==> config.mk <==
export PLATFORM = sky130hd
export DESIGN_NAME = video_front_end
export DESIGN_NICKNAME = d
export VERILOG_FILES = /design/src/logic/video_front_end.v
export VERILOG_INCLUDE_DIRS = /design/src /design/src/include
export SDC_FILE = /design/constraint.sdc
export NUM_CORES = 1
export LEC_CHECK = 0
export BUFFER_PORTS_ARGS = -buffer_cell sky130_fd_sc_hd__buf_2
export CAP_MARGIN = 10
export CORE_AREA = 2 2 241 124
export CTS_CLUSTER_DIAMETER = 50
export DETAILED_ROUTE_END_ITERATION = 10
export DIE_AREA = 0 0 243 126
export PLACE_DENSITY_LB_ADDON = 0.12
export SYNTH_ARGS = -nofsm -noshare
export SYNTH_HDL_FRONTEND = slang
export SYNTH_SLANG_ARGS = --single-unit
==> constraint.sdc <==
create_clock -name sys_clk_i -period 6.3 [get_ports sys_clk_i]
set_input_delay 0.63 -clock sys_clk_i [delete_from_list [all_inputs] [get_ports sys_clk_i]]
set_output_delay 0.63 -clock sys_clk_i [all_outputs]
set_load 0.005 [all_outputs]
==> src/include/video_front_end_map.vh <==
// register map, field positions, reset values and axi responses of the video front end
`ifndef VIDEO_FRONT_END_MAP_VH
`define VIDEO_FRONT_END_MAP_VH

// register byte offsets
`define VIN_CTRL_OFS         4'h0
`define VIN_VWIN_OFS         4'h4
`define VIN_HWIN_OFS         4'h8
`define VIN_STAT_OFS         4'hc

// control register fields
`define VIN_CTRL_ENABLE      0
`define VIN_CTRL_EXT_FIELD   1
`define VIN_CTRL_HPOL        2
`define VIN_CTRL_VPOL        3
`define VIN_CTRL_TOP_FIELD   4
`define VIN_CTRL_QUAL_POL    5
`define VIN_CTRL_RESET       6'h30

// window registers: start in the low half, end in the high half
`define VIN_WIN_START_LSB    0
`define VIN_WIN_END_LSB      16
`define VIN_WIN_START_RESET  10'h000
`define VIN_WIN_END_RESET    10'h3ff

// status register fields
`define VIN_STAT_TOP         0
`define VIN_STAT_LINE_IN     1
`define VIN_STAT_LCNT_LSB    16

// axi responses
`define VIN_RESP_OKAY        2'h0
`define VIN_RESP_SLVERR      2'h2

`endif

==> src/logic/video_front_end.v <==
// video front end: samples a YUV 4:2:2 pixel bus, derives field identity and crops
//
// The register addresses and the AXI4-Lite slave port were left to the implementer.
`timescale 1ns/10ps
`include "video_front_end_map.vh"

// Summary of operation
// - luma, chroma and both syncs are captured on every other rising edge of the fast clock.
// - the captured edge is the one where the qualifier equals the qualifier polarity setting.
// - counters and pixel capture advance only on rising edges of the double-rate clock; field_top_o is updated every cycle.
// - field identity comes from the field indicator pin when selected, else from sync timing.
// - with the pin as source, interpretation 1 means a high pin is top field, 0 means low is top.
// - inferred field samples hsync at the active vsync edge; 1 means high is top, 0 low is top.
// - lines are counted from the active vsync edge and sampling starts at the vertical start line.
// - sampling stops after the line whose count equals the vertical end value.
// - pixels are counted from the active hsync edge and the first taken is at horizontal start.
// - the last pixel taken in a line is at the horizontal end count.
// - horizontal polarity 1 counts from the falling hsync edge, otherwise from the rising edge.
// - vertical polarity 1 counts lines from the falling vsync edge, otherwise the rising edge.
// - counters and window values cover up to 1024 pixels per line and 1024 lines per frame.
module video_front_end #(
  parameter CNT_W = 10
) (
  // clock and reset
  input  wire              sys_clk_i,
  input  wire              arst_n_i,
  // video pins
  input  wire              double_rate_pixel_clock_i,
  input  wire              pixel_clock_qualifier_i,
  input  wire [7:0]        luma_bus_i,
  input  wire [7:0]        chroma_bus_i,
  input  wire              hsync_i,
  input  wire              vsync_i,
  input  wire              field_indicator_input_i,
  // cropped pixel stream
  output reg               pix_valid_o,
  output reg  [7:0]        pix_luma_o,
  output reg  [7:0]        pix_chroma_o,
  output reg               pix_top_field_o,
  output reg               field_top_o,
  // axi4-lite write
  input  wire [3:0]        s_axi_awaddr,
  input  wire              s_axi_awvalid,
  output wire              s_axi_awready,
  input  wire [31:0]       s_axi_wdata,
  input  wire [3:0]        s_axi_wstrb,
  input  wire              s_axi_wvalid,
  output wire              s_axi_wready,
  output reg  [1:0]        s_axi_bresp,
  output reg               s_axi_bvalid,
  input  wire              s_axi_bready,
  // axi4-lite read
  input  wire [3:0]        s_axi_araddr,
  input  wire              s_axi_arvalid,
  output wire              s_axi_arready,
  output reg  [31:0]       s_axi_rdata,
  output reg  [1:0]        s_axi_rresp,
  output reg               s_axi_rvalid,
  input  wire              s_axi_rready
);

  localparam NPIN = 21;
  localparam [CNT_W-1:0] CNT_MAX = {CNT_W{1'b1}};
  // the register layout assumes CNT_W of 10; wider counts would overlap fields

  // control state
  reg  [5:0]       ctrl;
  reg  [CNT_W-1:0] vertical_start;
  reg  [CNT_W-1:0] vertical_end;
  reg  [CNT_W-1:0] horizontal_start;
  reg  [CNT_W-1:0] horizontal_end;

  wire enable                   = ctrl[`VIN_CTRL_ENABLE];
  wire external_field_select    = ctrl[`VIN_CTRL_EXT_FIELD];
  wire horizontal_polarity      = ctrl[`VIN_CTRL_HPOL];
  wire vertical_polarity        = ctrl[`VIN_CTRL_VPOL];
  wire top_field_interpretation = ctrl[`VIN_CTRL_TOP_FIELD];
  wire qualifier_polarity       = ctrl[`VIN_CTRL_QUAL_POL];

  // two-stage synchronisers for every pin; all pins see equal delay so their
  // relative timing is kept
  wire [NPIN-1:0] pin_raw = {double_rate_pixel_clock_i, pixel_clock_qualifier_i, luma_bus_i,
                             chroma_bus_i, hsync_i, vsync_i, field_indicator_input_i};
  wire [NPIN-1:0] pin_sync;
  reg             clk2_prev;

  // one flip-flop pair per pin; nothing but the second stage reads the first
  genvar gi;
  generate
    for (gi = 0; gi < NPIN; gi = gi + 1) begin : g_pin_sync
      reg stage1;
      reg stage2;
      always @(posedge sys_clk_i or negedge arst_n_i) begin
        if (!arst_n_i) begin
          stage1 <= 1'b0;
          stage2 <= 1'b0;
        end else begin
          stage1 <= pin_raw[gi];
          stage2 <= stage1;
        end
      end
      assign pin_sync[gi] = stage2;
    end
  endgenerate

  // edge history of the fast clock, taken from the settled second stage
  always @(posedge sys_clk_i or negedge arst_n_i) begin
    if (!arst_n_i) begin
      clk2_prev <= 1'b0;
    end else begin
      clk2_prev <= pin_sync[20];
    end
  end

  wire       clk2_s  = pin_sync[20];
  wire       qual_s  = pin_sync[19];
  wire [7:0] luma_s  = pin_sync[18:11];
  wire [7:0] chrom_s = pin_sync[10:3];
  wire       hs_s    = pin_sync[2];
  wire       vs_s    = pin_sync[1];
  wire       fld_s   = pin_sync[0];

  // rising edge of the double-rate clock, kept only when the qualifier
  // matches the programmed polarity
  wire clk2_rise = clk2_s & ~clk2_prev;
  wire pix_en    = clk2_rise & (qual_s == qualifier_polarity);

  // sync history at qualified edges
  reg              hs_prev;
  reg              vs_prev;
  reg  [CNT_W-1:0] hcnt;
  reg  [CNT_W-1:0] vcnt;
  reg              field_inferred;

  wire h_edge = horizontal_polarity ? (hs_prev & ~hs_s) : (~hs_prev & hs_s);
  wire v_edge = vertical_polarity ? (vs_prev & ~vs_s) : (~vs_prev & vs_s);

  // count of this sample; saturates rather than wrapping on overlong lines
  wire [CNT_W-1:0] next_hcnt = h_edge ? {CNT_W{1'b0}} :
                               (hcnt == CNT_MAX) ? hcnt : hcnt + 1'b1;
  wire [CNT_W-1:0] next_vcnt = v_edge ? {CNT_W{1'b0}} :
                               (h_edge && vcnt != CNT_MAX) ? vcnt + 1'b1 : vcnt;

  wire line_in  = (next_vcnt >= vertical_start) && (next_vcnt <= vertical_end);
  wire pixel_in = (next_hcnt >= horizontal_start) && (next_hcnt <= horizontal_end);

  // the pin path follows the pin at once; the inferred path only moves at vsync
  wire field_ext   = top_field_interpretation ? fld_s : ~fld_s;
  wire field_now   = external_field_select ? field_ext : field_inferred;

  // counters run while disabled too, so enabling mid-frame keeps line numbers right
  always @(posedge sys_clk_i or negedge arst_n_i) begin
    if (!arst_n_i) begin
      hs_prev        <= 1'b0;
      vs_prev        <= 1'b0;
      hcnt           <= {CNT_W{1'b0}};
      vcnt           <= {CNT_W{1'b0}};
      field_inferred <= 1'b1;
      field_top_o    <= 1'b1;
    end else begin
      field_top_o <= field_now;
      if (pix_en) begin
        hs_prev <= hs_s;
        vs_prev <= vs_s;
        hcnt    <= next_hcnt;
        vcnt    <= next_vcnt;
        if (v_edge) begin
          field_inferred <= top_field_interpretation ? hs_s : ~hs_s;
        end
      end
    end
  end

  // a sample is forwarded only inside both windows and while enabled
  wire take_pixel = pix_en && enable && line_in && pixel_in;

  // valid is a one-cycle pulse; data hold until the next forwarded pixel
  always @(posedge sys_clk_i or negedge arst_n_i) begin
    if (!arst_n_i) begin
      pix_valid_o     <= 1'b0;
      pix_luma_o      <= 8'h00;
      pix_chroma_o    <= 8'h00;
      pix_top_field_o <= 1'b1;
    end else begin
      pix_valid_o <= take_pixel;
      // samples outside either window are dropped here
      if (take_pixel) begin
        pix_luma_o      <= luma_s;
        pix_chroma_o    <= chrom_s;
        pix_top_field_o <= field_now;
      end
    end
  end

  // axi4-lite slave: address and data latched independently, write done
  // once both are held
  reg        aw_full;
  reg        w_full;
  reg  [3:0] aw_addr;
  reg [31:0] w_data;
  reg  [3:0] w_strb;

  assign s_axi_awready = ~aw_full;
  assign s_axi_wready  = ~w_full;
  assign s_axi_arready = ~s_axi_rvalid;

  wire do_write = aw_full & w_full & ~s_axi_bvalid;

  function [31:0] merge;
    input [31:0] old;
    input [31:0] dat;
    input [3:0]  strb;
    integer      i;
    begin
      for (i = 0; i < 4; i = i + 1) begin
        merge[i*8 +: 8] = strb[i] ? dat[i*8 +: 8] : old[i*8 +: 8];
      end
    end
  endfunction

  // read-back words; unused bits read zero
  wire [31:0] ctrl_word = {26'h0, ctrl};
  wire [31:0] vwin_word = {6'h0, vertical_end, 6'h0, vertical_start};
  wire [31:0] hwin_word = {6'h0, horizontal_end, 6'h0, horizontal_start};
  wire [31:0] stat_word = {6'h0, vcnt, 14'h0, line_in, field_now};
  // byte strobes merge over the current contents
  wire [31:0] ctrl_new  = merge(ctrl_word, w_data, w_strb);
  wire [31:0] vwin_new  = merge(vwin_word, w_data, w_strb);
  wire [31:0] hwin_new  = merge(hwin_word, w_data, w_strb);

  // write channels: address and data may be taken in either order
  always @(posedge sys_clk_i or negedge arst_n_i) begin
    if (!arst_n_i) begin
      aw_full      <= 1'b0;
      w_full       <= 1'b0;
      aw_addr      <= 4'h0;
      w_data       <= 32'h0000_0000;
      w_strb       <= 4'h0;
      s_axi_bvalid <= 1'b0;
      s_axi_bresp  <= `VIN_RESP_OKAY;
    end else begin
      if (s_axi_awvalid && !aw_full) begin
        aw_full <= 1'b1;
        aw_addr <= s_axi_awaddr;
      end
      if (s_axi_wvalid && !w_full) begin
        w_full <= 1'b1;
        w_data <= s_axi_wdata;
        w_strb <= s_axi_wstrb;
      end
      if (s_axi_bvalid && s_axi_bready) begin
        s_axi_bvalid <= 1'b0;
      end
      if (do_write) begin
        aw_full      <= 1'b0;
        w_full       <= 1'b0;
        s_axi_bvalid <= 1'b1;
        // status is read-only but still answers okay to a write
        case ({aw_addr[3:2], 2'b00})
          `VIN_CTRL_OFS, `VIN_VWIN_OFS, `VIN_HWIN_OFS, `VIN_STAT_OFS: begin
            s_axi_bresp <= `VIN_RESP_OKAY;
          end
          default: begin
            s_axi_bresp <= `VIN_RESP_SLVERR;
          end
        endcase
      end
    end
  end

  // register file; updated in the cycle that raises the write response
  always @(posedge sys_clk_i or negedge arst_n_i) begin
    if (!arst_n_i) begin
      ctrl             <= `VIN_CTRL_RESET;
      vertical_start   <= `VIN_WIN_START_RESET;
      vertical_end     <= `VIN_WIN_END_RESET;
      horizontal_start <= `VIN_WIN_START_RESET;
      horizontal_end   <= `VIN_WIN_END_RESET;
    end else begin
      if (do_write) begin
        case ({aw_addr[3:2], 2'b00})
          `VIN_CTRL_OFS: begin
            ctrl <= ctrl_new[5:0];
          end
          `VIN_VWIN_OFS: begin
            vertical_start <= vwin_new[`VIN_WIN_START_LSB +: CNT_W];
            vertical_end   <= vwin_new[`VIN_WIN_END_LSB +: CNT_W];
          end
          `VIN_HWIN_OFS: begin
            horizontal_start <= hwin_new[`VIN_WIN_START_LSB +: CNT_W];
            horizontal_end   <= hwin_new[`VIN_WIN_END_LSB +: CNT_W];
          end
          default: begin
            ctrl <= ctrl;
          end
        endcase
      end
    end
  end

  // read channel: one read at a time, a new address waits until rvalid drops;
  // status is a snapshot and may be a few cycles behind the pins
  always @(posedge sys_clk_i or negedge arst_n_i) begin
    if (!arst_n_i) begin
      s_axi_rvalid <= 1'b0;
      s_axi_rdata  <= 32'h0000_0000;
      s_axi_rresp  <= `VIN_RESP_OKAY;
    end else begin
      if (s_axi_rvalid && s_axi_rready) begin
        s_axi_rvalid <= 1'b0;
      end
      if (s_axi_arvalid && !s_axi_rvalid) begin
        s_axi_rvalid <= 1'b1;
        s_axi_rresp  <= `VIN_RESP_OKAY;
        case ({s_axi_araddr[3:2], 2'b00})
          `VIN_CTRL_OFS: begin
            s_axi_rdata <= ctrl_word;
          end
          `VIN_VWIN_OFS: begin
            s_axi_rdata <= vwin_word;
          end
          `VIN_HWIN_OFS: begin
            s_axi_rdata <= hwin_word;
          end
          `VIN_STAT_OFS: begin
            s_axi_rdata <= stat_word;
          end
          default: begin
            s_axi_rdata <= 32'h0000_0000;
            s_axi_rresp <= `VIN_RESP_SLVERR;
          end
        endcase
      end
    end
  end

endmodule // video_front_end

=== Word level (Yosys, flattened, before mapping) ===
Index checks and enable logic that the tools add are counted.

* Bits of input ports: 72
* Memory bits (writable): 0
* Memories kept: 0
* Output and inout bits: 60
* Bits in latches: 0
* Logic and storage cells: 154
* Register bits: 203
* Bits in read-only memories: 0

* Eq/ne operators: 9
* $mul: 0
* Div/mod/pow operators: 0
* Magnitude comparators: 4
* Add/subtract/negate cells: 2
* Reductions and logical operators: 31
* Bitwise logic cells: 18
* Muxes and demuxes: 19
* Shift operators: 0

{| class="wikitable"
|+ Operator list
! kind !! count
|-
| one-hot mux 32 bit (4 select lines) || 1
|-
| two-way mux 10 bit || 4
|-
| AND reduction 3 bit || 9
|-
| adder 10 x 1 -> 10 bit (second input constant) || 2
|-
| >= comparator 10 bit || 2
|-
| <= comparator 10 bit || 2
|-
| two-way mux 1 bit || 13
|-
| logical AND 1 bit || 11
|-
| equality test 10 bit (second input constant) || 1
|-
| inequality test 10 bit (second input constant) || 1
|-
| NOT 1 bit || 10
|-
| AND 1 bit || 8
|-
| equality test 2 bit (second input constant) || 4
|-
| nonzero test 2 bit || 4
|-
| equality test 2 x 1 -> 1 bit (second input constant) || 2
|-
| zero test 2 bit || 2
|-
| OR reduction 4 bit || 1
|-
| zero test 1 bit || 3
|-
| two-way mux 2 bit || 1
|-
| AND reduction 2 bit || 1
|-
| equality test 1 bit || 1
|}

=== Logic depth before layout (Yosys ltp) ===
* Word-level depth: 10
* Depth in mapped cells: 15
* Depth with buffers taken out: 14

=== Worst setup path before layout ===
OpenSTA, ideal clock, no wires.

* Path kind: flip-flop to flip-flop
* Start point: register hs_prev
* End point: register pix_chroma_o[7]
* Setup slack: 3034 ps
* Library setup time: 125 ps
* Period minus slack after synthesis: 3266 ps
* Required time: 6175 ps
* Cell stages (with the launch flop): 14
* Buffers on the path: 1
* Arrival: 3141 ps
* Cells stage by stage: dfrtp_1 nor3b_1 o21ai_1 nor4_4 nand3_1 xor2_1 nor2_1 ha_1 a41oi_1 o21ai_0 o32a_1 o211ai_4 buf_8 mux2_4

* Cells in the longest elaborated chain, start to end: 10
* Elaborated cells on any way between the ends: 16
* Those cells by class: order compare (4); mux (4); bitwise (3); reduce/logical (5)

{| class="wikitable"
|+ RTL lines
! element !! line !! RTL
|-
| start: declaration || video_front_end.v:129 || <nowiki>reg hs_prev;</nowiki>
|-
| start signal: assignment || video_front_end.v:163 || <nowiki>hs_prev <= hs_s;</nowiki>
|-
| NOT 1 bit || video_front_end.v:135 || <nowiki>wire h_edge = horizontal_polarity ? (hs_prev & ~hs_s) : (~hs_prev & hs_s);</nowiki>
|-
| AND 1 bit || video_front_end.v:135 ||
|-
| two-way mux 1 bit (*) || video_front_end.v:135 ||
|-
| logical AND 1 bit (*) || video_front_end.v:142 || <nowiki>(h_edge && vcnt != CNT_MAX) ? vcnt + 1'b1 : vcnt;</nowiki>
|-
| two-way mux 10 bit (*) || video_front_end.v:142 ||
|-
| two-way mux 10 bit (*) || video_front_end.v:141 || <nowiki>wire [CNT_W-1:0] next_vcnt = v_edge ? {CNT_W{1'b0}} :</nowiki>
|-
| net next_vcnt[9] || video_front_end.v:141 ||
|-
| >= comparator 10 bit / <= comparator 10 bit (equally long branches) || video_front_end.v:144 || <nowiki>wire line_in = (next_vcnt >= vertical_start) && (next_vcnt <= vertical_end);</nowiki>
|-
| logical AND 1 bit (*) || video_front_end.v:144 ||
|-
| logical AND 1 bit (*) (2 in series) || video_front_end.v:175 || <nowiki>wire take_pixel = pix_en && enable && line_in && pixel_in;</nowiki>
|-
| end signal: assignment || video_front_end.v:189 || <nowiki>pix_chroma_o <= chrom_s;</nowiki>
|-
| end: declaration || video_front_end.v:38 || <nowiki>output reg [7:0] pix_chroma_o,</nowiki>
|}

The timed path passes the listed nets; every way through them passes the cells marked *.
A chain may end at the register's enable or synchronous reset.

=== Final worst setup path ===
* Start point: register g_pin_sync[2].stage2
* End point: register pix_chroma_o[3]

* Elaborated cells on any way between the ends: 16
* Those cells by class: order compare (4); mux (4); bitwise (3); reduce/logical (5)

{| class="wikitable"
|+ RTL lines
! element !! line !! RTL
|-
| start: declaration || video_front_end.v:92 || <nowiki>reg stage2;</nowiki>
|-
| start signal: assignment || video_front_end.v:99 || <nowiki>stage2 <= stage1;</nowiki>
|-
| NOT 1 bit || video_front_end.v:135 ||
|-
| AND 1 bit || video_front_end.v:135 ||
|-
| two-way mux 1 bit (*) || video_front_end.v:135 ||
|-
| two-way mux 10 bit (*) || video_front_end.v:139 || <nowiki>wire [CNT_W-1:0] next_hcnt = h_edge ? {CNT_W{1'b0}} :</nowiki>
|-
| net next_hcnt[6] || video_front_end.v:139 ||
|-
| >= comparator 10 bit / <= comparator 10 bit (equally long branches) || video_front_end.v:145 || <nowiki>wire pixel_in = (next_hcnt >= horizontal_start) && (next_hcnt <= horizontal_end);</nowiki>
|-
| logical AND 1 bit (*) || video_front_end.v:145 ||
|-
| logical AND 1 bit (*) || video_front_end.v:175 ||
|}

Marks and branches as above.

==> results.sh <==
export IMPL_status="completed"
export IMPL_syn_inst=727
export IMPL_grt_pass1_wl_um=33500
export IMPL_vias_per_cell=4.54
export IMPL_power_w=0.00405
export IMPL_wl_per_cell_um=17.3
export IMPL_num_vias=5556
export IMPL_synth_edf_count=0
export IMPL_num_nets_final=934
export IMPL_cp_cell_sequence="and3b_1 -> or2_2 -> nor3_1 -> ha_1 -> a21oi_1 -> o21ai_0 -> o21ai_0 -> o211ai_4 -> mux2_2"
export IMPL_path_clk_slew_ns=0.08
export IMPL_grtUsageTotal=0.146
export IMPL_ctsHoldBuffers=0
export IMPL_peakVddDrop_mv=0.219
export IMPL_ys_seq_elements=181
export IMPL_crit_slowest_cell="nor3_1"
export IMPL_fin_crit_sh=0.683
export IMPL_crit_path_start_kind="flip-flop"
export IMPL_leakage_nw=4.63
export IMPL_ant_nets=0
export IMPL_synthTopCellsByCount="dfrtp_1, mux2_2, nand2_1"
export IMPL_routabilityCongestion=0.806
export IMPL_rows=44
export IMPL_synth_top_area_share=0.463
export IMPL_core_um2=28500
export IMPL_syn2layout_area_growth_pct=17.4
export IMPL_worstMarginPinSlew_ns=1.18
export IMPL_cts_buffers=17
export IMPL_cpMostUsedCell="o21ai_0"
export IMPL_cp_top_family="compound AO/OA/AOI/OAI gates"
export IMPL_cts_resized=0
export IMPL_crit_arrival_ns=4.64
export IMPL_portBuffers=99
export IMPL_synth_area_leaders="dfrtp_1, mux2_2, dfstp_2"
export IMPL_fin_skew_ns=0.0129
export IMPL_synth_seq_area_share=0.541
export IMPL_slowest_delay_ns=0.84
export IMPL_timing_setup_tns_ns=0
export IMPL_hpwlAfterDp_um=15700
export IMPL_synth_flop_cell="dfrtp_1"
export IMPL_power_density_nw_per_um2=409
export IMPL_die_area_um2=30600
export IMPL_grt_pass1_vias=5473
export IMPL_syn_area_per_cell_um2=11.6
export IMPL_cap_violations=0
export IMPL_clock_tree_root_cell="clkbuf_16"
export IMPL_crit_buf_inv=0
export IMPL_yosysMostFrequentCell="dfrtp_1"
export IMPL_cp_end_kind="flip-flop"
export IMPL_finalHoldViolations=0
export IMPL_ys_warn_count=0
export IMPL_crit_type="reg2reg"
export IMPL_start_util=0.296
export IMPL_worst_skew_pair_late_latency_ns=0.45
export IMPL_max_slew_margin_rel=0.209
export IMPL_period_minus_slack_ns=4.31
export IMPL_synth_area_um2=8440
export IMPL_slew_violations=0
export IMPL_holdCritPathClass="in2reg"
export IMPL_die_w_um=243
export IMPL_grt_antenna_before_repair=0
export IMPL_crit_fanout=17
export IMPL_io_pins=132
export IMPL_drc=0
export IMPL_cts_htree_levels=4
export IMPL_drtIter0Drc=327
export IMPL_post_cts_buffers=0
export IMPL_rsz0062_at_grt="false"
export IMPL_cp_required_ns=6.63
export IMPL_synth_cell_types=55
export IMPL_post_synth_top_area_cell="dfrtp_1"
export IMPL_cts_sinks=181
export IMPL_firstDrtPassIters=5
export IMPL_cts_tree="yes"
export IMPL_grt_overflow_total=0
export IMPL_setup_viol=0
export IMPL_async_reset_ff_frac=1.00
export IMPL_clock_path_buffers=2
export IMPL_fmax_ghz=0.232
export IMPL_drt_total_wl_um=21200
export IMPL_layout_drive_gt1_share=0.321
export IMPL_insertedDiodeCount=0
export IMPL_die_h_um=126
export IMPL_grt_max_degree=110
[worst paths after layout]
kind	start	endpoint	slack, ns	cells past startpoint
min in group asynchronous	arst_n_i	g_pin_sync[3].stage1$_DFF_PN0_	0.29	1
worst max register to register	g_pin_sync[2].stage2$_DFF_PN0_	pix_chroma_o[3]$_DFFE_PN0P_	1.99	9
worst min register to register	g_pin_sync[2].stage1$_DFF_PN0_	g_pin_sync[2].stage2$_DFF_PN0_	0.35	0
worst max-delay path	g_pin_sync[2].stage2$_DFF_PN0_	pix_chroma_o[3]$_DFFE_PN0P_	1.99	9
worst min-delay path	vsync_i	g_pin_sync[1].stage1$_DFF_PN0_	0.28	1
max in group asynchronous	arst_n_i	aw_full$_DFFE_PN0P_	4.50	2
[power breakdown]
part | switching, W | total, W | leakage, nW | internal, W
clock | 0.000531 | 0.00110 | 0.296 | 0.000572
combinational | 0.000585 | 0.00112 | 2.13 | 0.000540
sequential | 0.000278 | 0.00183 | 2.21 | 0.00155
total | 0.00139 | 0.00405 | 4.63 | 0.00266
[layer usage]
layer	GRT usage	routed length, µm
met5	0	0
met4	0.0447	196
met3	0.0373	878
met2	0.174	7630
met1	0.244	12500
[cell type report]
class / instances / area [µm²]
clock buffers: 17 / 425
clock inverters: 15 / 186
inverters: 46 / 173
flip-flops and latches: 181 / 4560
repair buffers: 105 / 549
multi-input cells: 469 / 3520
fillers: 2934 / 18600
well taps: 391 / 489
[per-stage QoR]
stage | worst slack, ns | area, µm² | utilization | instances | hold slack (ns)
final | 1.99 | 9900 | 0.347 | 1224 | 0.277
after global routing | 1.70 | 9900 | 0.347 | 1224 | 0.242
after CTS | 1.93 | 9900 | 0.347 | 1224 | 0.246
after detailed placement | 1.95 | 9290 | 0.326 | 1192 | 0.335
after global placement | 2.00 | 9290 | 0.326 | 1192 | 0.331
after floorplan | 3.03 | 8490 | - | 742 | 0.331
[state kept, by name (all words and copies together), names as in the netlist, 2 cells and up]
register           flops
g_pin_sync.stage1     21
s_axi_rdata           20
w_data                20
g_pin_sync.stage2     19
hcnt                  10
horizontal_end        10
horizontal_start      10
vcnt                  10
vertical_end          10
vertical_start        10
pix_chroma_o           8
pix_luma_o             8
ctrl                   6
w_strb                 4
aw_addr                2
[cells in the final DEF, fill, tap and decap left out, types with 5 or more instances in the layout]
cell type and count:
dfrtp_1 156, buf_2 98, mux2_2 82, nand2_1 76, o21ai_0 51, inv_1 46, ha_1 42, nor2_1 30
a21oi_1 25, dfstp_2 25, clkbuf_16 17, conb_1 16, a22oi_1 14, xor2_1 12, nand3_1 11, o31ai_1 11
nand4_1 10, mux2_4 10, mux2i_1 7, nor3_1 7, buf_4 6, xnor2_1 5, o21a_1 5, inv_8 5
[logic make-up (layout without fill, tap and decap cells)]
kind of cell	after synthesis	in the layout	synth area share
DFF	181	181	0.541
and+or+nand+nor	158	158	0.0877
AOI/OAI and AO/OA	136	136	0.104
muxes	100	100	0.138
buffers and inverters	92	183	0.0495
adders and majority gates	42	42	0.0623
xor gates and xnor gates	17	17	0.0177
other	1	16	0.000445
No activity file was read; power rests on OpenSTA's default activity.
